--- src/verilog/pho_pkg.sv ---
/*
 * constants, types and register map of the pll holdover controller.
 * assumes 8-bit registers, each in one aligned 32-bit ahb word.
 */
`default_nettype none
package pho_pkg;
   // printed offsets are register indices; byte address is index * 4
   localparam logic [9:0] IDX_LOCK_DET = 10'h018;
   localparam logic [9:0] IDX_PIN_CTL  = 10'h01A;
   localparam logic [9:0] IDX_REF_CTL  = 10'h01C;
   localparam logic [9:0] IDX_HOLD_CTL = 10'h01D;
   localparam logic [9:0] IDX_STATUS   = 10'h1F8;
   localparam logic [9:0] IDX_CH [4]   = '{10'h191, 10'h194,
                                           10'h197, 10'h19A};
   localparam int LD_CNT_LSB   = 5;
   localparam int LD_WIN_BIT   = 4;
   localparam int LD_DIS_BIT   = 3;
   localparam int REF_AUTO_BIT = 4;
   localparam int REF_PREF_BIT = 3;
   localparam int REF_BUF_LSB  = 1;
   localparam int HO_CMP_BIT   = 3;
   localparam int HO_EXT_BIT   = 1;
   localparam int HO_EN_BIT    = 0;
   localparam int CH_IGN_BIT   = 6;
   localparam logic [7:0] MSK_LOCK_DET = 8'h78;
   localparam logic [7:0] MSK_PIN_CTL  = 8'h3F;
   localparam logic [7:0] MSK_REF_CTL  = 8'h1E;
   localparam logic [7:0] MSK_HOLD_CTL = 8'h0B;
   localparam logic [7:0] RST_REG      = 8'h00;
   localparam logic [5:0] PIN_DLD  = 6'h01;
   localparam logic [5:0] PIN_ALD  = 6'h02;
   localparam logic [5:0] PIN_CSLD = 6'h04;
   localparam logic [2:0] HSIZE_WORD = 3'h2;
   // edge-difference thresholds, in core clock cycles
   localparam logic [7:0] LOCK_THR_HI   = 8'h08;
   localparam logic [7:0] UNLOCK_THR_HI = 8'h10;
   localparam logic [7:0] LOCK_THR_LO   = 8'h02;
   localparam logic [7:0] UNLOCK_THR_LO = 8'h04;
   localparam logic [7:0] LOCK_CNT [4]  = '{8'h05, 8'h10, 8'h40, 8'hFF};
   typedef enum logic [1:0] {ST_IDLE, ST_HOLD, ST_RELOCK} pho_state_e;
   typedef struct packed {
      logic       dis;
      logic       win_lo;
      logic [1:0] cnt_code;
   } pho_ld_cfg_s;
endpackage
`default_nettype wire

--- src/verilog/pho_holdover_ctrl.sv ---
/*
 * holdover controller: ahb-lite register slave, holdover state
 * machine, lock pin driver and channel request gating.
 * assumes pins are asynchronous and one core clock domain.
 */
// The register offsets and the AHB-Lite interface to the registers were decided locally.
`timescale 1ns/1ps
`default_nettype none
// Functional notes
// - holdover enable bit gates both manual and automatic holdover
// - holdover means charge pump tristated, never pumped up or down
// - manual holdover starts on request pin falling edge only
// - manual release waits request high and next reference edge
// - b counter resets at the release event; prescaler untouched
// - per-channel ignore bits keep channels running on request low
// - automatic holdover starts when sensed lock level is low
// - comparator off makes sensed lock level permanently high
// - after automatic holdover, rearm only once lock is seen again
// - holdover follows the selected reference; switch losses brief
// - lock needs programmable consecutive in-window cycles, 00 is five
// - digital lock detector runs only while its disable bit is zero
// - pin code 000100b selects current-source lock detect
// - trigger bit zero selects automatic loss-of-lock holdover
// - reference control: auto switch, preference, buffer enables
// - window bit zero selects the high-range lock window
// - automatic holdover holds while no reference edge arrives
// - sensed lock level may come from any lock detect source
// - lock stays until one cycle exceeds the wider unlock threshold
module pho_holdover_ctrl (
   input  wire logic        core_clk_i,
   input  wire logic        sys_rst_i,
   input  wire logic        hsel_i,
   input  wire logic [31:0] haddr_i,
   input  wire logic [1:0]  htrans_i,
   input  wire logic        hwrite_i,
   input  wire logic [2:0]  hsize_i,
   input  wire logic [31:0] hwdata_i,
   input  wire logic        hready_i,
   output logic      [31:0] hrdata_o,
   output logic             hreadyout_o,
   output logic             hresp_o,
   input  wire logic        ref_pfd_i,
   input  wire logic        fb_pfd_i,
   input  wire logic        hold_req_n_i,
   input  wire logic        lock_indicator_pin_i,
   output logic             lock_indicator_pin_o,
   output logic             lock_indicator_pin_oe_o,
   output logic             lock_pin_charge_o,
   input  wire logic        analog_lock_flag_i,
   output logic             cp_hiz_o,
   output logic             b_cnt_rst_o,
   output logic             digital_lock_flag_o,
   output logic      [3:0]  chan_off_o,
   output logic             ref_auto_sw_o,
   output logic             ref_prefer_second_o,
   output logic      [1:0]  ref_buf_en_o
);
   import pho_pkg::*;

   // synchronised pins: ref, fb, request, lock pin, analog lock
   logic [4:0] pin_s;
   pho_sync #(
      .W   (5),
      .RST (5'h04)
   ) u_sync (
      .core_clk_i (core_clk_i),
      .sys_rst_i  (sys_rst_i),
      .async_i    ({ref_pfd_i, fb_pfd_i, hold_req_n_i,
                    lock_indicator_pin_i, analog_lock_flag_i}),
      .sync_o     (pin_s)
   );
   wire ref_s    = pin_s[4];
   wire fb_s     = pin_s[3];
   wire req_s    = pin_s[2];
   wire lpin_s   = pin_s[1];
   wire analog_s = pin_s[0];

   logic ref_q_reg;
   logic fb_q_reg;
   logic req_q_reg;
   wire  ref_edge = ref_s & ~ref_q_reg;
   wire  fb_edge  = fb_s & ~fb_q_reg;
   wire  req_fall = req_q_reg & ~req_s;

   // registers
   logic [7:0] ld_cfg_reg;
   logic [7:0] pin_ctl_reg;
   logic [7:0] ref_ctl_reg;
   logic [7:0] ho_ctl_reg;
   logic [3:0] ign_reg;

   // ahb-lite slave: writes take no wait, reads take one wait state
   logic       wr_pend_reg;
   logic       rd_wait_reg;
   logic [9:0] idx_reg;
   wire  [9:0] a_idx   = haddr_i[11:2];
   wire        a_ok    = (haddr_i[31:12] == 20'h0_0000)
                         && (haddr_i[1:0] == 2'b00);
   wire        a_phase = hsel_i & htrans_i[1] & hready_i;
   wire        a_wr    = a_phase & hwrite_i & a_ok
                         & (hsize_i == HSIZE_WORD);
   wire        a_rd    = a_phase & ~hwrite_i;
   wire [7:0]  wdat    = hwdata_i[7:0];
   wire        wr_ld   = wr_pend_reg && idx_reg == IDX_LOCK_DET;
   wire        wr_pin  = wr_pend_reg && idx_reg == IDX_PIN_CTL;
   wire        wr_ref  = wr_pend_reg && idx_reg == IDX_REF_CTL;
   wire        wr_ho   = wr_pend_reg && idx_reg == IDX_HOLD_CTL;

   // holdover state
   pho_state_e state_reg;
   pho_state_e state_next;
   logic       b_next;
   logic       digital_lock_flag;
   wire        ho_en   = ho_ctl_reg[HO_EN_BIT];
   wire        manual  = ho_ctl_reg[HO_EXT_BIT];
   wire        cmp_en  = ho_ctl_reg[HO_CMP_BIT];
   // any detector may drive the pin; only the sensed level matters
   wire        lock_ok = cmp_en ? lpin_s : 1'b1;
   wire [1:0]  st_code = state_reg;
   wire [7:0]  status  = {4'h0, lock_ok, digital_lock_flag, st_code};

   // read selection
   logic [7:0] ch_rd [4];
   logic [3:0] ch_hit;
   wire [7:0]  rd_val  =
      (idx_reg == IDX_LOCK_DET) ? ld_cfg_reg  :
      (idx_reg == IDX_PIN_CTL)  ? pin_ctl_reg :
      (idx_reg == IDX_REF_CTL)  ? ref_ctl_reg :
      (idx_reg == IDX_HOLD_CTL) ? ho_ctl_reg  :
      (idx_reg == IDX_STATUS)   ? status      :
      ch_hit[0] ? ch_rd[0] :
      ch_hit[1] ? ch_rd[1] :
      ch_hit[2] ? ch_rd[2] :
      ch_hit[3] ? ch_rd[3] : 8'h00;

   assign hreadyout_o = ~rd_wait_reg;
   assign hresp_o     = 1'b0;

   always_ff @(posedge core_clk_i or posedge sys_rst_i)
   begin
      if (sys_rst_i)
      begin
         wr_pend_reg <= 1'b0;
         rd_wait_reg <= 1'b0;
         idx_reg     <= 10'h000;
         hrdata_o    <= 32'h0000_0000;
      end
      else
      begin
         wr_pend_reg <= a_wr;
         rd_wait_reg <= a_rd;
         if (a_phase)
            idx_reg <= a_ok ? a_idx : 10'h3FF;
         // loaded in the wait state, so a write just before is seen
         if (rd_wait_reg)
            hrdata_o <= {24'h00_0000, rd_val};
      end
   end

   always_ff @(posedge core_clk_i or posedge sys_rst_i)
   begin
      if (sys_rst_i)
      begin
         ld_cfg_reg  <= RST_REG;
         pin_ctl_reg <= RST_REG;
         ref_ctl_reg <= RST_REG;
         ho_ctl_reg  <= RST_REG;
      end
      else
      begin
         if (wr_ld)
            ld_cfg_reg <= wdat & MSK_LOCK_DET;
         if (wr_pin)
            pin_ctl_reg <= wdat & MSK_PIN_CTL;
         if (wr_ref)
            ref_ctl_reg <= wdat & MSK_REF_CTL;
         if (wr_ho)
            ho_ctl_reg <= wdat & MSK_HOLD_CTL;
      end
   end

   // per-channel ignore bits and output gating
   genvar c;
   generate
      for (c = 0; c < 4; c++)
      begin : g_ch
         assign ch_hit[c] = (idx_reg == IDX_CH[c]);
         assign ch_rd[c]  = {1'b0, ign_reg[c], 6'h00};
         always_ff @(posedge core_clk_i or posedge sys_rst_i)
         begin
            if (sys_rst_i)
            begin
               ign_reg[c]    <= RST_REG[CH_IGN_BIT];
               chan_off_o[c] <= 1'b0;
            end
            else
            begin
               if (wr_pend_reg && ch_hit[c])
                  ign_reg[c] <= wdat[CH_IGN_BIT];
               chan_off_o[c] <= ~req_s & ~ign_reg[c];
            end
         end
      end
   endgenerate

   // digital lock detector
   pho_ld_cfg_s ld_cfg;
   assign ld_cfg.dis      = ld_cfg_reg[LD_DIS_BIT];
   assign ld_cfg.win_lo   = ld_cfg_reg[LD_WIN_BIT];
   assign ld_cfg.cnt_code = ld_cfg_reg[LD_CNT_LSB +: 2];
   pho_lock_det u_ld (
      .core_clk_i (core_clk_i),
      .sys_rst_i  (sys_rst_i),
      .cfg_i      (ld_cfg),
      .ref_edge_i (ref_edge),
      .fb_edge_i  (fb_edge),
      .lock_o     (digital_lock_flag)
   );

   // holdover state machine; entries act at once, exits from hold only on a
   // reference edge or a cleared enable bit, so a missing reference keeps the pump tristated
   always_comb
   begin
      state_next = state_reg;
      b_next     = 1'b0;
      if (!ho_en)
         state_next = ST_IDLE;
      else
      begin
         unique case (state_reg)
            ST_IDLE:
            begin
               if (manual && req_fall)
                  state_next = ST_HOLD;
               else if (!manual && !lock_ok)
                  state_next = ST_HOLD;
            end
            ST_HOLD:
            begin
               if (ref_edge && (!manual || req_s))
               begin
                  state_next = manual ? ST_IDLE : ST_RELOCK;
                  b_next     = 1'b1;
               end
            end
            ST_RELOCK:
            begin
               if (manual && req_fall)
                  state_next = ST_HOLD;
               else if (lock_ok)
                  state_next = ST_IDLE;
            end
         endcase
      end
   end

   // lock pin driver mux
   wire [5:0] pcode   = pin_ctl_reg[5:0];
   wire       p_dld   = (pcode == PIN_DLD);
   wire       p_ald   = (pcode == PIN_ALD);
   wire       p_csld  = (pcode == PIN_CSLD);

   always_ff @(posedge core_clk_i or posedge sys_rst_i)
   begin
      if (sys_rst_i)
      begin
         state_reg               <= ST_IDLE;
         cp_hiz_o                <= 1'b0;
         b_cnt_rst_o             <= 1'b0;
         ref_q_reg               <= 1'b0;
         fb_q_reg                <= 1'b0;
         req_q_reg               <= 1'b1;
         digital_lock_flag_o     <= 1'b0;
         lock_indicator_pin_o    <= 1'b0;
         lock_indicator_pin_oe_o <= 1'b0;
         lock_pin_charge_o       <= 1'b0;
      end
      else
      begin
         state_reg           <= state_next;
         cp_hiz_o            <= (state_next == ST_HOLD);
         b_cnt_rst_o         <= b_next;
         ref_q_reg           <= ref_s;
         fb_q_reg            <= fb_s;
         req_q_reg           <= req_s;
         digital_lock_flag_o <= digital_lock_flag;
         lock_indicator_pin_o <= p_dld ? digital_lock_flag : (p_ald ? analog_s : 1'b0);
         // current source: charge while locked, short to ground if not
         lock_indicator_pin_oe_o <= p_dld | p_ald | (p_csld & ~digital_lock_flag);
         lock_pin_charge_o       <= p_csld & digital_lock_flag;
      end
   end

   assign ref_auto_sw_o       = ref_ctl_reg[REF_AUTO_BIT];
   assign ref_prefer_second_o = ref_ctl_reg[REF_PREF_BIT];
   assign ref_buf_en_o        = ref_ctl_reg[REF_BUF_LSB +: 2];
endmodule
`default_nettype wire

--- src/verilog/pho_lock_det.sv ---
/*
 * digital lock detector: measures the gap between reference and
 * feedback phase-detector edges. assumes one-cycle edge pulses.
 */
`timescale 1ns/1ps
`default_nettype none
module pho_lock_det (
   input  wire logic                 core_clk_i,
   input  wire logic                 sys_rst_i,
   input  wire pho_pkg::pho_ld_cfg_s cfg_i,
   input  wire logic                 ref_edge_i,
   input  wire logic                 fb_edge_i,
   output logic                      lock_o
);
   import pho_pkg::*;
   logic       open_reg;
   logic       ref_first_reg;
   logic [7:0] gap_reg;
   logic [7:0] cnt_reg;
   wire  any_edge  = ref_edge_i | fb_edge_i;
   wire  both_now  = ref_edge_i & fb_edge_i;
   wire  close_now = open_reg & (ref_first_reg ? fb_edge_i : ref_edge_i);
   wire  eval      = both_now | close_now;
   wire [7:0] gap  = both_now ? 8'h00 : gap_reg;
   wire [7:0] lthr = cfg_i.win_lo ? LOCK_THR_LO : LOCK_THR_HI;
   wire [7:0] uthr = cfg_i.win_lo ? UNLOCK_THR_LO : UNLOCK_THR_HI;
   wire  in_win    = gap < lthr;
   wire  out_win   = gap > uthr;
   wire [7:0] need = LOCK_CNT[cfg_i.cnt_code];
   always_ff @(posedge core_clk_i or posedge sys_rst_i)
   begin
      if (sys_rst_i)
      begin
         open_reg      <= 1'b0;
         ref_first_reg <= 1'b0;
         gap_reg       <= 8'h00;
         cnt_reg       <= 8'h00;
         lock_o        <= 1'b0;
      end
      else if (cfg_i.dis)
      begin
         open_reg <= 1'b0;
         cnt_reg  <= 8'h00;
         lock_o   <= 1'b0;
      end
      else
      begin
         if (eval)
            open_reg <= 1'b0;
         else if (any_edge & ~open_reg)
         begin
            open_reg      <= 1'b1;
            ref_first_reg <= ref_edge_i;
            gap_reg       <= 8'h00;
         end
         else if (open_reg && gap_reg != 8'hFF)
            gap_reg <= gap_reg + 8'h01;
         if (eval && lock_o && out_win)
         begin
            lock_o  <= 1'b0;
            cnt_reg <= 8'h00;
         end
         else if (eval && !lock_o)
         begin
            cnt_reg <= in_win ? cnt_reg + 8'h01 : 8'h00;
            lock_o  <= in_win && (cnt_reg + 8'h01 >= need);
         end
      end
   end
endmodule
`default_nettype wire

--- src/verilog/pho_sync.sv ---
/*
 * two flip-flop synchroniser, one per bit.
 * assumes inputs are asynchronous levels; reset value per bit.
 */
`timescale 1ns/1ps
`default_nettype none
module pho_sync #(
   parameter int         W   = 1,
   parameter logic [W-1:0] RST = '0
) (
   input  wire logic         core_clk_i,
   input  wire logic         sys_rst_i,
   input  wire logic [W-1:0] async_i,
   output logic      [W-1:0] sync_o
);
   genvar i;
   generate
      for (i = 0; i < W; i++)
      begin : g_bit
         logic meta_reg;
         always_ff @(posedge core_clk_i or posedge sys_rst_i)
         begin
            if (sys_rst_i)
            begin
               meta_reg  <= RST[i];
               sync_o[i] <= RST[i];
            end
            else
            begin
               meta_reg  <= async_i[i];
               sync_o[i] <= meta_reg;
            end
         end
      end
   endgenerate
endmodule
`default_nettype wire
--- config.mk ---
export PLATFORM = sky130hd
export DESIGN_NAME = pho_holdover_ctrl
export DESIGN_NICKNAME = d
export VERILOG_FILES = /design/src/verilog/pho_pkg.sv /design/src/verilog/pho_holdover_ctrl.sv /design/src/verilog/pho_lock_det.sv /design/src/verilog/pho_sync.sv
export SDC_FILE = /design/constraint.sdc
export NUM_CORES = 1
export LEC_CHECK = 0
export CAP_MARGIN = 5
export CORE_MARGIN = 2
export CORE_UTILIZATION = 55
export DETAILED_ROUTE_END_ITERATION = 10
export DONT_BUFFER_PORTS = 1
export GPL_TIMING_DRIVEN = 0
export PLACE_DENSITY_LB_ADDON = 0.15
export SLEW_MARGIN = 15
export SYNTH_ARGS = -nofsm -noshare
export SYNTH_HDL_FRONTEND = slang
export SYNTH_HIERARCHICAL = 1
export SYNTH_SLANG_ARGS = --single-unit
export TNS_END_PERCENT = 1
--- constraint.sdc ---
create_clock -name core_clk_i -period 2.35 [get_ports core_clk_i]
set_input_delay 0.47 -clock core_clk_i [delete_from_list [all_inputs] [get_ports core_clk_i]]
set_output_delay 0.47 -clock core_clk_i [all_outputs]
set_load 0.05 [all_outputs]
**Word-level counts from Yosys, hierarchy flattened**

Cells that the tools add are included.

- Word-level logic and storage cells: 172
- Bits in registers: 85
- Memory bits (read-only): 0
- Memories kept: 0
- Bits in latches: 0
- RAM bits: 0
- Output and inout bits: 48
- Bits of input ports: 79

- Bitwise logic cells: 36
- Equal/unequal tests: 17
- Divide/modulo/power cells: 0
- Mux-type cells: 43
- $add $sub $neg: 2
- Shifts and indexed selects: 0
- $mul: 0
- Reductions and logical operators: 29
- Order comparisons: 4

Operators by type and width:

| kind | count |
|---|---|
| 2-to-1 mux 8 bit | 9 |
| 2-to-1 mux 7 bit | 9 |
| == test 10 x 9 -> 1 bit, second input constant | 5 |
| == test 10 x 5 -> 1 bit, second input constant | 4 |
| zero test 20 bit | 1 |
| bitwise AND 1 bit | 18 |
| logical AND 1 bit | 17 |
| adder 8 x 1 -> 8 bit, second input constant | 2 |
| binary-select mux 8 bit (select 2 bit) | 1 |
| 2-to-1 mux 2 bit | 7 |
| 2-to-1 mux 1 bit | 13 |
| NOT 1 bit | 13 |
| 2-to-1 mux 10 bit | 1 |
| >= comparator 8 bit | 1 |
| > comparator 8 bit | 1 |
| less-than comparator 8 bit | 1 |
| != test 8 bit, second input constant | 1 |
| == test 6 x 1 -> 1 bit, second input constant | 1 |
| == test 6 x 2 -> 1 bit, second input constant | 1 |
| == test 6 x 3 -> 1 bit, second input constant | 1 |
| case mux 2 bit (3 select lines) | 1 |
| AND reduction 3 bit | 2 |
| nonzero test 3 bit | 2 |
| 2-to-1 mux 5 bit | 1 |
| other kinds (11) | 18 |

**Longest topological paths before layout**

- Word-level depth: 10
- Depth in mapped cells: 11
- Mapped depth without buffers: 10

**By module**

The synthesis kept the hierarchy.

Modules (own cells, without submodules):

| module | sequential area each (um^2) | times used | cells each | area each (um^2) |
|---|---|---|---|---|
| pho_holdover_ctrl | 1,377.6 | 1 | 255 | 2,807.7 |
| pho_lock_det | 475.5 | 1 | 147 | 1,436.4 |
| pho_sync | 252.7 | 1 | 11 | 256.5 |

**Least setup slack after synthesis**

No wires, ideal clock.

- Path type: register to register
- Start: register ref_q_reg
- End: register u_ld.cnt_reg[0]
- Library setup time: 0.066 ns
- Path slack: -0.051 ns
- Required time: 2.284 ns
- Arrival time: 2.334 ns
- Stages on the path, launching flop included: 12
- Clock period less this slack: 2.401 ns
- Buffers on the path: 1
- Path through: dfrtp_1 nand2b_1 inv_1 buf_6 nand2_1 and2_1 ha_1 nor2b_1 a311oi_1 o22ai_1 o22ai_1 mux2_2

- Cells in the longest elaborated chain, start to end: 9
- Elaborated cells on any way between the ends: 17
- Classes of those cells: 2 x order compare; 6 x mux; 5 x bitwise; 4 x reduce/logical

RTL lines:

| what | RTL line | RTL |
|---|---|---|
| from (decl) | pho_holdover_ctrl.sv:78 | `logic ref_q_reg;` |
| from (signal assigned) | pho_holdover_ctrl.sv:283 | `ref_q_reg <= ref_s;` |
| NOT 1 bit * | pho_holdover_ctrl.sv:81 | `wire ref_edge = ref_s & ~ref_q_reg;` |
| bitwise AND 1 bit * | pho_holdover_ctrl.sv:81 |  |
| net ref_edge | pho_holdover_ctrl.sv:81 |  |
| bitwise AND 1 bit or 2-to-1 mux 1 bit (tied branches) | pho_lock_det.sv:21, pho_lock_det.sv:22 |  |
| 2-to-1 mux 8 bit or bitwise AND 1 bit (tied branches) | pho_lock_det.sv:24, pho_lock_det.sv:22 |  |
| less-than comparator 8 bit or OR 1 bit (tied branches) | pho_lock_det.sv:27, pho_lock_det.sv:23 |  |
| 2-to-1 mux 8 bit or logical AND 1 bit (tied branches) | pho_lock_det.sv:65, pho_lock_det.sv:58 |  |
| 2-to-1 mux 8 bit or logical AND 1 bit (tied branches) | pho_lock_det.sv:63, pho_lock_det.sv:58 |  |
| 2-to-1 mux 8 bit | pho_lock_det.sv:58 | `if (eval && lock_o && out_win)` |
| 2-to-1 mux 8 bit | pho_lock_det.sv:40 | `else if (cfg_i.dis)` |
| to (signal assigned) | pho_lock_det.sv:65 | `cnt_reg <= in_win ? cnt_reg + 8'h01 : 8'h00;` |
| to (decl) | pho_lock_det.sv:19 | `logic [7:0] cnt_reg;` |

The timed path passes the listed nets; every way through them passes the cells marked *. The select of a mux whose other input is x is not followed.
A chain may end at the register's enable or synchronous reset.

**Worst setup path after layout**

Ends and elaborated chain as after synthesis.

==> metrics.md <==
| Metric | Value |
|---|---|
| Outcome | finished, final reports clean |
| Worst r2r src | ref_q_reg |
| CTS buffer count | 9 |
| Final worst setup slack | 0.120 ns |
| Max-slew headroom | 0.338 |
| Share of layout cells above drive strength 1 | 0.214 |
| Final Cycle Share | 0.949 |
| DRT Wirelength | 9690 um |
| Post-Place Setup Slack | -0.252 ns |
| Initial Util | 0.574 |
| Reg2reg setup slack | 0.12 ns |
| Crit path capture type | register |
| CP Data Arrival Time | 2.47 ns |
| Max Cap Violations | 0 |
| Critical Path RT | 2.59 ns |
| Drt pass-1 iters | 5 |
| First-pass GRT wire length | 15400 um |
| Worst Path Max Fanout | 8 |
| Ant. Diodes | 0 |
| Largest net degree at the start of global routing | 30 |
| Cell Rows | 32 |
| Total Routing Usage GR | 0.224 |
| Async set or reset register ratio after synthesis | 1.00 |
| Clk Latency, worst-skew pair | 0.35 ns |
| DRC | 0 |
| Cell taking the most area after synthesis | dfrtp_1 |
| CP endpoint | u_ld/cnt_reg[0] |
| Root Buffer | clkbuf_8 |
| Core area | 7850 sq um |
| Final hold vios | 0 |
| # placed instances | 541 |
| Post-synthesis cell type count | 73 |
| HP Class | in2async |
| Vias in the first global route | 3173 |
| Crit Path Class | reg2reg |
| Die ar. | 8920 sq um |
| Max clock buf depth | 2 |
| Via Count | 3223 |
| Layout Utilization | 0.648 |
| Stages on worst setup path | 11 |
| Non-filler instance count after layout | 561 |
| Synth Flop Type | dfrtp_1 |
| Grt total ovfl | 0 |
| R2r endpoint | u_ld/cnt_reg[0] |
| GPL Wtd Cong | 0.838 |
| Synthesis-to-layout area growth | 13.0% |
| Chip width | 94.5 um |
| Crit-path max cell delay | 0.37 ns |
| Warnings from Yosys | 6 |
| Die Ht | 94.5 um |
| Worst Tran Pin Value | 0.992 ns |
| #FFs+latches synth | 84 |
| # IOs | 127 |
| RSZ-0062 raised after global routing | false |
| Minimum clock period after layout | 2.23 ns |
| Post-route ant nets | 0 |
| Setup tns final | 0 ns |
| LEAKAGE | 2.32 nW |
| CP cell instances | nand2b_4, inv_4, buf_6, nand2_4, and2_4, ha_4, nand3_1, nand2_1, a31oi_1, o22ai_4, mux2_4 |
| Critical path buffers and inverters | 2 |
| Post-Syn Area | 4500 sq um |
| CTS tree | yes |
| Area share of the largest cell type after synthesis | 0.450 |
| Crit path launch type | register |
| Hpwl dp | 7140 um |
| Clock sink count | 84 |
| Post-Syn Instances | 413 |
| Nets | 549 |
| Seq/Total Area, Yosys | 0.468 |
| Avg Vias per Cell | 5.75 |
| Clock-pin transition on the worst setup and hold timing paths | 0.09 ns |
| Initial antenna violation count | 0 |
| Final Skew | 0.00883 ns |
| WL/cell | 17.3 um |
| Average size of a mapped cell | 10.9 sq um |
| Max VDD drop | 0.444 mV |
| PwrDens | 642 nW/um^2 |
| Number of synthesized flops with an enable pin | 0 |
| CP max stage cell | dfrtp_1 |
| Number of flip-flops in the largest register | 10 |
| Crit path from | ref_q_reg |
| Htree depth | 3 |
| Slew Limit Fails | 0 |
| FMAX | 448 MHz |
| Reg2reg path depth | 11 |
| Drt initial violations | 181 |
| Filler instances | 639 |
| Port Buffers | 0 |
| Ranking of synthesized cells by area | dfrtp_1, mux2_2, buf_4 |
| Crit path max-delay family | simple AND/OR/NAND/NOR gates |
| Setup violators final | 0 |
-- cells in the final DEF, fill, tap and decap left out, types with 4 or more instances in the layout --
| cell type | netlist | layout |
|---|---|---|
| dfrtp_1 | 81 | 81 |
| buf_4 | 27 | 30 |
| conb_1 | 1 | 26 |
| nor2_1 | 25 | 25 |
| mux2_2 | 24 | 23 |
| nand2_1 | 20 | 19 |
| inv_1 | 17 | 15 |
| ha_1 | 16 | 15 |
| nand3_1 | 11 | 11 |
| clkbuf_1 | 10 | 10 |
| nand2b_1 | 11 | 10 |
| o22a_1 | 10 | 10 |
| nor2b_1 | 11 | 10 |
| xnor2_1 | 9 | 9 |
| clkbuf_8 | 0 | 9 |
| nor3_1 | 8 | 8 |
| a21oi_1 | 7 | 7 |
| nor4_1 | 7 | 6 |
| o21ai_0 | 6 | 6 |
| a22o_1 | 6 | 6 |
| nand4_1 | 5 | 5 |
| and3_1 | 5 | 5 |
| a32o_1 | 5 | 5 |
| and2_1 | 6 | 5 |
| nand3b_1 | 4 | 4 |
| o211ai_1 | 4 | 4 |
| a31oi_1 | 4 | 4 |
-- through the flow --
stage	area, sq um	total power, mW	hold slack, ns
after CTS	5040	3.27	0.0664
after floorplan	4600	1.99	0.309
after detailed placement	4750	2.07	0.335
final	5080	3.26	0.0596
after global routing	5080	3.41	0.0786
after global placement	4730	2.05	0.331
-- cell usage after synthesis, drive strengths merged, types with 5 or more instances --
library cell,count
nand2,20
nand2b,11
o21ai,8
buf,30
xnor2,9
o22a,10
ha,16
nor4,8
nand3,11
nor3,10
mux2,25
and2,7
clkbuf,10
nor2b,11
dfrtp,81
nand4,5
a21oi,7
and3,5
a22o,6
inv,17
nor2,25
a32o,5
-- metal layers --
metal / global-route usage / routed length [um] / vias to the layer above
met5: 0 / 0 / -
met4: 0.0604 / 72 / 0
met3: 0.0654 / 494 / 7
met2: 0.379 / 4990 / 67
met1: 0.282 / 4130 / 1612
li1: - / - / 1537
-- worst min path at each step --
stage	from	end	slack, ns	cells past startpoint
after floorplan	sys_rst_i	u_sync/g_bit[0].meta_reg	0.31	1
after global placement	u_sync/g_bit[1].meta_reg	u_sync/sync_o[1]	0.33	0
after detailed placement	u_sync/g_bit[4].meta_reg	u_sync/sync_o[4]	0.33	0
after CTS	sys_rst_i	fb_q_reg	0.07	1
after global routing	hold_req_n_i	u_sync/g_bit[2].meta_reg	0.08	0
final	sys_rst_i	fb_q_reg	0.06	1
-- power by group --
part           leakage, nW  switching (mW)  internal [mW]
Clock                0.108           0.564          0.613
Sequential            1.04           0.131           1.52
Combinational         1.17           0.264          0.175
-- logic make-up after synthesis --
logic type | count (synthesis) | synth area share
flip-flops | 84 | 0.468
adder cells (fa/ha/maj) | 16 | 0.0445
buffers and inverters | 59 | 0.0740
multiplexers | 28 | 0.0692
AND/OR/NAND/NOR | 136 | 0.182
XOR/XNOR | 12 | 0.0234
AO/OA/AOI/OAI | 77 | 0.138
other | 1 | 0.000833
-- timing repair --
item                                    in CTS  in global routing
gates resized for setup                     10                  6
hold buffers                                 1                  0
endpoints found under the setup margin       9                 14
pin swaps                                    3                  3
cloned                                       0                  1
buffers inserted                             1                  1
endpoints found under the hold margin        8                  0
-- cell type report --
type / count / area [sq um] / area share
plain buffers: 40 / 264 / 0.0519
clock buffers: 9 / 124 / 0.0244
clock inverters: 7 / 104 / 0.0204
inverters: 19 / 73.8 / 0.0145
multi-input cells: 295 / 2230 / 0.440
flip-flops and latches: 84 / 2110 / 0.414
well taps: 102 / 128 / 0.0251
repair buffers: 5 / 50.0 / 0.00984
Note: power is estimated with default switching activity, not from simulation.
